File: src/cmad_pkg.sv
// Constants for the mixer window access decoder and its link framing.
// Assumes one 50 MHz system clock and a codec that returns the link clock.
package cmad_pkg;

  // ----------------------------------------
  // Host access
  // ----------------------------------------
  localparam int ADDR_W = 9;
  localparam int DATA_W = 32;
  localparam int BE_W = 4;
  localparam int WORD_W = 16;

  localparam logic [1:0] SPACE_IO = 2'h0;
  localparam logic [1:0] SPACE_MEM = 2'h1;
  localparam logic [1:0] SPACE_DMA = 2'h2;

  // ----------------------------------------
  // Window layout
  // ----------------------------------------
  localparam logic [1:0] REGION_PRIMARY = 2'h0;
  localparam logic [1:0] REGION_SECONDARY = 2'h1;
  localparam logic [1:0] REGION_TERTIARY = 2'h2;
  localparam logic [8:0] DMA_LAST = 9'h051;
  localparam logic [1:0] PRIMARY_ID = 2'h0;
  localparam logic [3:0] ID_MAP_RESET = 4'h9;

  // ----------------------------------------
  // Link frame
  // ----------------------------------------
  localparam int TAG_BITS = 16;
  localparam int SLOT_BITS = 20;
  localparam logic [5:0] FRAME_BITS = 6'h38;
  localparam logic [5:0] SLOT2_FIRST = 6'h25;
  localparam logic [15:0] TAG_FRAME_VALID = 16'h8000;
  localparam logic [15:0] TAG_SLOT1_VALID = 16'h4000;
  localparam logic [15:0] TAG_SLOT2_VALID = 16'h2000;

endpackage

File: src/cmad_pin_sync.sv
// Three-stage synchroniser with edge pulses for one pin.
// Assumes the pin is asynchronous to clk_sys.
`timescale 1ns/1ps
module cmad_pin_sync (
  input wire logic clk_sys,
  input wire logic sys_rst,
  input wire logic pinIn,
  output logic level,
  output logic rise,
  output logic fall
);

  logic stage1_q;
  logic stage2_q;
  logic stage3_q;
  logic level_q;
  logic rise_q;
  logic fall_q;

  always_ff @(posedge clk_sys) begin
    if (sys_rst) begin
      stage1_q <= 1'b0;
      stage2_q <= 1'b0;
      stage3_q <= 1'b0;
    end else begin
      stage1_q <= pinIn;
      stage2_q <= stage1_q;
      stage3_q <= stage2_q;
    end
  end

  // A change counts once the second and third stages agree
  always_ff @(posedge clk_sys) begin
    if (sys_rst) begin
      level_q <= 1'b0;
      rise_q <= 1'b0;
      fall_q <= 1'b0;
    end else begin
      rise_q <= 1'b0;
      fall_q <= 1'b0;
      if (stage2_q == stage3_q && stage2_q != level_q) begin
        level_q <= stage2_q;
        rise_q <= stage2_q;
        fall_q <= ~stage2_q;
      end
    end
  end

  assign level = level_q;
  assign rise = rise_q;
  assign fall = fall_q;

endmodule

File: src/cmad_access_decode.sv
// Mixer window decoder: turns each reachable mixer-space host access into one link word access.
// Assumes the codec drives the link bit clock and answers in the next frame.
`timescale 1ns/1ps
module cmad_access_decode (
  input wire logic clk_sys,
  input wire logic sys_rst,
  input wire logic hostReq,
  input wire logic [1:0] hostSpace,
  input wire logic [cmad_pkg::ADDR_W-1:0] hostAddr,
  input wire logic [cmad_pkg::BE_W-1:0] hostByteEn,
  input wire logic hostWrite,
  input wire logic [cmad_pkg::DATA_W-1:0] hostWrData,
  input wire logic [3:0] codecIdMap,
  output logic hostReady,
  output logic hostAck,
  output logic [cmad_pkg::DATA_W-1:0] hostRdData,
  output logic localAccess,
  input wire logic linkBitClk,
  input wire logic linkSdataIn,
  output logic linkSync,
  output logic linkSdataOut
);
  import cmad_pkg::*;

  typedef enum logic [3:0] {
    ST_IDLE = 4'h1,
    ST_SEND = 4'h2,
    ST_RECV = 4'h4,
    ST_DONE = 4'h8
  } cmad_state_t;

  localparam int FRAME_W = TAG_BITS + 2 * SLOT_BITS;

  // ----------------------------------------
  // Link pin sampling
  // ----------------------------------------
  logic bitRise;
  logic bitFall;
  logic sdiLevel;

  cmad_pin_sync u_bitclk_sync (
    .clk_sys(clk_sys),
    .sys_rst(sys_rst),
    .pinIn(linkBitClk),
    .level(),
    .rise(bitRise),
    .fall(bitFall)
  );

  cmad_pin_sync u_sdin_sync (
    .clk_sys(clk_sys),
    .sys_rst(sys_rst),
    .pinIn(linkSdataIn),
    .level(sdiLevel),
    .rise(),
    .fall()
  );

  // ----------------------------------------
  // Access decode
  // ----------------------------------------
  logic [1:0] lane;
  logic anyBe;
  logic [8:0] startByte;
  logic [1:0] region;
  logic [1:0] codecId;
  logic [6:0] regIndex;
  logic isMixer;
  logic reachable;
  logic [WORD_W-1:0] wrWord;
  logic take;
  logic [FRAME_W-1:0] cmdFrame;

  always_comb begin
    lane = 2'h0;
    for (int i = BE_W - 1; i >= 0; i--) begin
      if (hostByteEn[i]) begin
        lane = 2'(i);
      end
    end
  end

  assign anyBe = |hostByteEn;
  assign startByte = anyBe ? {hostAddr[8:2], lane} :
                     {hostAddr[8:3], 3'h0};
  assign region = startByte[8:7];
  // Same register layout in every region
  assign regIndex = {startByte[6:1], 1'b0};

  always_comb begin
    case (region)
      REGION_PRIMARY: codecId = PRIMARY_ID;
      REGION_SECONDARY: codecId = codecIdMap[1:0];
      REGION_TERTIARY: codecId = codecIdMap[3:2];
      default: codecId = PRIMARY_ID;
    endcase
  end

  assign isMixer = (hostSpace == SPACE_IO) || (hostSpace == SPACE_MEM);
  assign reachable = (region != 2'h3) &&
                     !(region == REGION_TERTIARY && hostSpace == SPACE_IO);
  assign wrWord = WORD_W'(hostWrData >> {lane, 3'h0});

  // Tag, command slot, data slot
  assign cmdFrame = {TAG_FRAME_VALID | TAG_SLOT1_VALID |
                     (hostWrite ? TAG_SLOT2_VALID : 16'h0000) |
                     {14'h0000, codecId},
                     ~hostWrite, regIndex, 12'h000,
                     hostWrite ? wrWord : 16'h0000, 4'h0};

  cmad_state_t state_q;

  assign hostReady = (state_q == ST_IDLE);
  assign take = hostReq && hostReady;

  // ----------------------------------------
  // Sequencer
  // ----------------------------------------
  logic [5:0] bitCnt_q;
  logic frameEnd;
  logic isRead_q;
  logic [1:0] lane_q;

  assign frameEnd = bitFall && (bitCnt_q == FRAME_BITS);

  always_ff @(posedge clk_sys) begin
    if (sys_rst) begin
      state_q <= ST_IDLE;
    end else begin
      case (state_q)
        ST_IDLE: begin
          if (take && isMixer && reachable) begin
            state_q <= ST_SEND;
          end
        end
        ST_SEND: begin
          if (frameEnd) begin
            state_q <= isRead_q ? ST_RECV : ST_DONE;
          end
        end
        ST_RECV: begin
          if (frameEnd) begin
            state_q <= ST_DONE;
          end
        end
        ST_DONE: state_q <= ST_IDLE;
        default: state_q <= ST_IDLE;
      endcase
    end
  end

  always_ff @(posedge clk_sys) begin
    if (sys_rst) begin
      isRead_q <= 1'b0;
      lane_q <= 2'h0;
    end else if (take) begin
      isRead_q <= ~hostWrite;
      lane_q <= startByte[1:0];
    end
  end

  always_ff @(posedge clk_sys) begin
    if (sys_rst) begin
      bitCnt_q <= 6'h00;
    end else if (state_q != ST_SEND && state_q != ST_RECV) begin
      bitCnt_q <= 6'h00;
    end else if (frameEnd) begin
      bitCnt_q <= 6'h00;
    end else if (bitRise && bitCnt_q != FRAME_BITS) begin
      bitCnt_q <= bitCnt_q + 6'h01;
    end
  end

  // ----------------------------------------
  // Link output, changed on rising bit clock
  // ----------------------------------------
  logic [FRAME_W-1:0] shiftOut_q;
  logic sync_q;
  logic sdo_q;
  logic inFrame;

  assign inFrame = (state_q == ST_SEND) || (state_q == ST_RECV);

  always_ff @(posedge clk_sys) begin
    if (sys_rst) begin
      shiftOut_q <= '0;
      sync_q <= 1'b0;
      sdo_q <= 1'b0;
    end else if (take) begin
      shiftOut_q <= cmdFrame;
    end else if (frameEnd && state_q == ST_SEND) begin
      // Empty frame that carries the codec's answer
      shiftOut_q <= {TAG_FRAME_VALID, 40'h0000000000};
    end else if (inFrame && bitRise) begin
      if (bitCnt_q != FRAME_BITS) begin
        sdo_q <= shiftOut_q[FRAME_W-1];
        sync_q <= (bitCnt_q < 6'(TAG_BITS));
        shiftOut_q <= {shiftOut_q[FRAME_W-2:0], 1'b0};
      end else begin
        sdo_q <= 1'b0;
        sync_q <= 1'b0;
      end
    end else if (!inFrame) begin
      sdo_q <= 1'b0;
      sync_q <= 1'b0;
    end
  end

  assign linkSync = sync_q;
  assign linkSdataOut = sdo_q;

  // ----------------------------------------
  // Answer capture, on falling bit clock
  // ----------------------------------------
  logic [SLOT_BITS-1:0] capture_q;

  always_ff @(posedge clk_sys) begin
    if (sys_rst) begin
      capture_q <= '0;
    end else if (state_q == ST_RECV && bitFall &&
                 bitCnt_q >= SLOT2_FIRST) begin
      capture_q <= {capture_q[SLOT_BITS-2:0], sdiLevel};
    end
  end

  // ----------------------------------------
  // Host answer
  // ----------------------------------------
  always_ff @(posedge clk_sys) begin
    if (sys_rst) begin
      hostAck <= 1'b0;
      hostRdData <= '0;
      localAccess <= 1'b0;
    end else begin
      hostAck <= 1'b0;
      localAccess <= 1'b0;
      if (take && !isMixer) begin
        hostAck <= 1'b1;
        hostRdData <= '0;
        localAccess <= (hostSpace == SPACE_DMA) &&
                       (hostAddr <= DMA_LAST);
      end else if (take && !reachable) begin
        hostAck <= 1'b1;
        hostRdData <= '1;
      end else if (state_q == ST_DONE) begin
        hostAck <= 1'b1;
        hostRdData <= isRead_q ?
          DATA_W'(capture_q[SLOT_BITS-1:4]) << {lane_q, 3'h0} :
          '0;
      end
    end
  end

endmodule

File: config.mk
export PLATFORM = sky130hd
export DESIGN_NAME = cmad_access_decode
export DESIGN_NICKNAME = d
export VERILOG_FILES = /design/src/cmad_pkg.sv /design/src/cmad_pin_sync.sv /design/src/cmad_access_decode.sv
export SDC_FILE = /design/constraint.sdc
export NUM_CORES = 1
export LEC_CHECK = 0
export BUFFER_PORTS_ARGS = -buffer_cell sky130_fd_sc_hd__buf_4
export CELL_PAD_IN_SITES_DETAIL_PLACEMENT = 1
export CELL_PAD_IN_SITES_GLOBAL_PLACEMENT = 1
export CORE_ASPECT_RATIO = 1.25
export CORE_MARGIN = 5
export CORE_UTILIZATION = 38
export CTS_CLUSTER_DIAMETER = 120
export DETAILED_ROUTE_END_ITERATION = 8
export PLACE_DENSITY = 0.83
export RECOVER_POWER = 25
export SYNTH_ARGS = -nofsm -noshare
export SYNTH_HDL_FRONTEND = slang
export SYNTH_HIERARCHICAL = 1
export SYNTH_SLANG_ARGS = --single-unit
File: constraint.sdc
create_clock -name clk_sys -period 1.8 [get_ports clk_sys]
set_input_delay 0.27 -clock clk_sys [delete_from_list [all_inputs] [get_ports clk_sys]]
set_output_delay 0.27 -clock clk_sys [all_outputs]
set_load 0.005 [all_outputs]
### Word-level counts from Yosys, hierarchy flattened

Index checks and enable logic that the tools add are counted.
W data, S select, Z words.

* flip-flop bits (word level): 131
* word-level logic and storage cells: 120

* add/sub/neg operators: 1
* order comparisons: 3
* eq/ne operators: 21
* shift operators: 2
* muxes and demuxes: 28
* bitwise logic cells: 7
* reductions and logical operators: 36

Operator list (count)
* $mux W56: 4
* $mux W32: 3
* $shl A16 B5 Y32: 1
* $shr A32 B5 Y16: 1
* $logic_and A1 B1 Y1: 17
* $mux W16: 1
* $mux W4: 4
* $or A16 B2 Y16: 1
* $mux W14: 1
* $pmux W4 S3: 1
* $le A9 B7 Y1 const B: 1
* $mux W1: 8
* $mux W2: 4
* $add A6 B1 Y6 const B: 1
* $eq A6 B6 Y1 const B: 1
* $ge A6 B6 Y1 const B: 1
* $lt A6 B5 Y1 const B: 1
* $ne A2 B2 Y1 const B: 3
* $ne A6 B6 Y1 const B: 1
* $not A1 Y1: 6
* $reduce_and A3 Y1: 2
* $reduce_bool A3 Y1: 2
* $reduce_or A2 Y1: 3
* $reduce_or A3 Y1: 2
* 19 further kinds: 28

### Depth between registers and ports, before layout

* depth in word-level cells: 8
* gate-level depth with buffers: 8
* mapped depth without buffers: 7

### Hierarchy

The synthesis kept the hierarchy.

By module, submodules not included
* cmad_access_decode: times used 1, cells an instance 633, area each 5486.5 um2
* cmad_pin_sync: times used 2, cells an instance 14, area each 177.7 um2

### Worst setup path before layout

Ideal clock, no wire load.

* kind: register -> register
* start point: register state_q[1]
* end point: register localAccess
* setup time: 70 ps
* arrival: 1822 ps
* setup slack: -91 ps
* stages on the path, launching flop included: 8
* buffers on the path: 1
* clock period less this slack: 1891 ps
* cells stage by stage: dfxtp_1 > or4b_4 > clkinv_2 > and2_4 > buf_6 > nand2_4 > or4_1 > a21oi_1

* cells in the longest elaborated chain, start to end: 5

RTL lines
* start: declaration: line cmad_access_decode.sv:111 `cmad_state_t state_q;`
* start signal: assignment: line cmad_access_decode.sv:138 `state_q <= isRead_q ? ST_RECV : ST_DONE;`
* $eq A4 B1 Y1: line cmad_access_decode.sv:113 `assign hostReady = (state_q == ST_IDLE);`
* named net hostReady: line cmad_access_decode.sv:14 `output logic hostReady,`
* $logic_and A1 B1 Y1: line cmad_access_decode.sv:114 `assign take = hostReq && hostReady;`
* $logic_and A1 B1 Y1: line cmad_access_decode.sv:237 `if (take && !isMixer) begin`
* $not A1 Y1 (no line)
* $reduce_or A2 Y1 (no line)
* end signal: assignment: line cmad_access_decode.sv:240 `localAccess <= (hostSpace == SPACE_DMA) &&`
* end: declaration: line cmad_access_decode.sv:17 `output logic localAccess,`

The timed path passes the listed nets, and every way through them passes these cells.
A chain may end at the register's enable or synchronous reset.

### Final worst setup path

* start point: register bitCnt_q[1]
* end point: register shiftOut_q[8]

* cells in the longest elaborated chain, start to end: 5
* elaborated cells between the ends (all ways): 9
* classes of those cells: eq/ne (2); mux (2); reduce/logical (5)

RTL lines
* start: declaration: line cmad_access_decode.sv:119 `logic [5:0] bitCnt_q;`
* start signal: assignment: line cmad_access_decode.sv:170 `bitCnt_q <= bitCnt_q + 6'h01;`
* $eq A6 B6 Y1: line cmad_access_decode.sv:124 `assign frameEnd = bitFall && (bitCnt_q == FRAME_BITS);`
* $logic_and A1 B1 Y1: line cmad_access_decode.sv:124
* $logic_and A1 B1 Y1: line cmad_access_decode.sv:191 `end else if (frameEnd && state_q == ST_SEND) begin`
* $reduce_bool A3 Y1 (no line) / $mux W56 (equally long branches)
* $reduce_and A2 Y1 (no line) / $mux W56 (equally long branches)
* end signal: assignment: line cmad_access_decode.sv:190 `shiftOut_q <= cmdFrame;`
* end signal: assignment: line cmad_access_decode.sv:193 `shiftOut_q <= {TAG_FRAME_VALID, 40'h0000000000};`
* end signal: assignment: line cmad_access_decode.sv:198 `shiftOut_q <= {shiftOut_q[FRAME_W-2:0], 1'b0};`
* end: declaration: line cmad_access_decode.sv:177 `logic [FRAME_W-1:0] shiftOut_q;`

Several ways; a longest one is shown, not always the timed one.

==> impl_metrics.json <==
{
  "outcome": "finished, violations left",
  "failed_checks": "setup timing",
  "maxSlewHeadroom_pct": 27.4,
  "crit_type": "flop to flop",
  "period_needed_ns": 2.08,
  "cp-end-kind": "flop",
  "crit_path_max_fanout": 5,
  "grt-ovfl-total": 0,
  "io_pins": 94,
  "core-area_mm2": 0.0150,
  "numCtsBuffers": 17,
  "power_frac_comb_pct": 12.8,
  "post-route-period-util_pct": 116,
  "maxCapViolations": 0,
  "synthCells": 657,
  "tightest_slew_ns": 1.09,
  "swShare_pct": 25.9,
  "seqPwrFrac_pct": 38.7,
  "p_leak_uw": 0.00337,
  "dpl_worst_slack_ns": -0.168,
  "antenna_cells": 0,
  "drive_gt1_share_pct": 45.7,
  "fp.dieW_um": 120,
  "grt_pass1_vias": 6105,
  "p_int_uw": 5910,
  "syn_area_per_cell_um2": 8.80,
  "nets": 869,
  "hp-class": "input pin to flop",
  "cp_data_required_time_ns": 2.12,
  "num_rows": 50,
  "die_h_um": 148,
  "hold_path_depth": 2,
  "skew_ns": 0.0113,
  "setup_slack_ns": -0.285,
  "pwr-share-clk_pct": 48.6,
  "fmax_mhz": 480,
  "cts_tree": "done",
  "postCtsHoldBufs": 0,
  "p_per_area_mw_per_mm2": 894,
  "first_iter_violations": 468,
  "hold_viol": 0,
  "hpwl_um": 13700,
  "peakVddDrop_uv": 654,
  "switchingPower_uw": 2070,
  "cp.arrival_ns": 2.40,
  "cts.htree.levels": 4,
  "synth_nets": 721,
  "routed_wirelength_um": 25600,
  "cts_max_path_buffers": 2,
  "final_cell_area_mm2": 0.00892,
  "finalPower_uw": 7980,
  "rr_worst_depth": 8,
  "synthesis.area_mm2": 0.00578,
  "top_layer": "met4",
  "dr.pass1.iters": 5,
  "maxSlewViolCount": 0,
  "drt-wirelength-per-cell_um": 25.6,
  "wl_met1_um": 9180,
  "hold_ws_ns": 0.0188,
  "io_buffer_count": 93,
  "ys_warn_count": 6,
  "fin_cells": 1000,
  "rsz0062_at_grt": "true",
  "grt_pass1_wl_um": 32600,
  "grt_antenna_before_repair": 0,
  "initial_core_util_pct": 38.7,
  "postPlaceCellArea_mm2": 0.00706,
  "start_kind": "flop",
  "grtUsageTotal_pct": 23.1,
  "die_area_mm2": 0.0178,
  "gp_congestion": 0.865,
  "setup_violations": 112,
  "syn2layout_area_growth_pct": 54.3,
  "dpl.cell_count": 941,
  "path_clk_slew_ns": 0.07,
  "root_buffer": "clkbuf_16",
  "wl_met3_um": 1250,
  "cts_sinks": 131,
  "antenna_left": 0,
  "drt_drc_violations_left": 0,
  "grt_max_degree": 33,
  "num_vias": 6020,
  "wl_met2_um": 13600,
  "vias_per_cell": 6.02,
  "clk_latency_ns": 0.43
}
-- cell usage in the layout, fill, tap and decap left out, drive strengths merged, types with 22 or more instances in the layout --
cell and n:
a21oi 59, nand2 72, a221oi 41, buf 161
nor2 72, inv 23, clkbuf 35, o21ai 31
nor3 22, mux2i 27, dfxtp 131
-- cell type report --
type | instances | area (um^2)
sequential | 131 | 2630
clock buffer | 20 | 467
tap | 182 | 228
multi-input combinational | 455 | 3670
timing repair buffer | 176 | 1650
fill | 1596 | 6030
clock inverter | 12 | 179
inverter | 24 | 97.6
-- state kept, by name, indices dropped and copies added (netlist names), 2 cells and up --
register	flops
capture_q	20
lane_q	2
hostRdData	32
bitCnt_q	6
state_q	4
shiftOut_q	52
-- power by group through the flow --
stage	clock, uW	sequential (uW)	combinational [uW]
after global placement	0	3120	724
after detailed placement	0	3130	763
final	3880	3090	1020
after floorplan	0	3110	395
after global routing	4020	3090	1080
after CTS	3780	3070	871
-- repair_timing --
item | 4_1_cts | 5_1_grt
endpoints found under the hold margin | 0 | 0
pin swaps | 10 | 68
setup buffers | 3 | 15
setup endpoints to repair | 85 | 118
gates cloned | 4 | 8
resized for setup | 63 | 162
-- final timing paths --
| check | startpoint | endpoint | slack [ns] |
|---|---|---|---|
| min reg2reg | u_sdin_sync/stage1_q | u_sdin_sync/stage2_q | 0.46 |
| max | bitCnt_q[1] | shiftOut_q[8] | -0.28 |
| max reg2reg | bitCnt_q[1] | shiftOut_q[8] | -0.28 |
| min | hostAddr[6] | localAccess | 0.02 |
-- worst max-delay path: stages, from the launching register on --
cell	delay [ns]
dfxtp_4	0.36
inv_4	0.08
ha_4	0.16
nand4b_1	0.23
nor4_4	0.37
buf_6	0.20
a211oi_4	0.07
buf_6	0.17
a221oi_2	0.32
-- per-layer routing --
| metal | vias up | track usage, % |
|---|---|---|
| li1 | 2653 | - |
| met1 | 2991 | 24.2 |
| met2 | 277 | 43.6 |
| met3 | 99 | 5.47 |
| met4 | 0 | 10.1 |
| met5 | - | 0 |
-- stage by stage --
step / util, % / TNS [ns]
finish: 59.7 / -13.77
global route: 59.7 / -17.35
floorplan: - / -1.18
CTS: 53.8 / -2.17
detailed placement: 47.2 / -2.61
global placement: 47.2 / -0.190
Note: power is estimated with default switching activity, not from simulation.
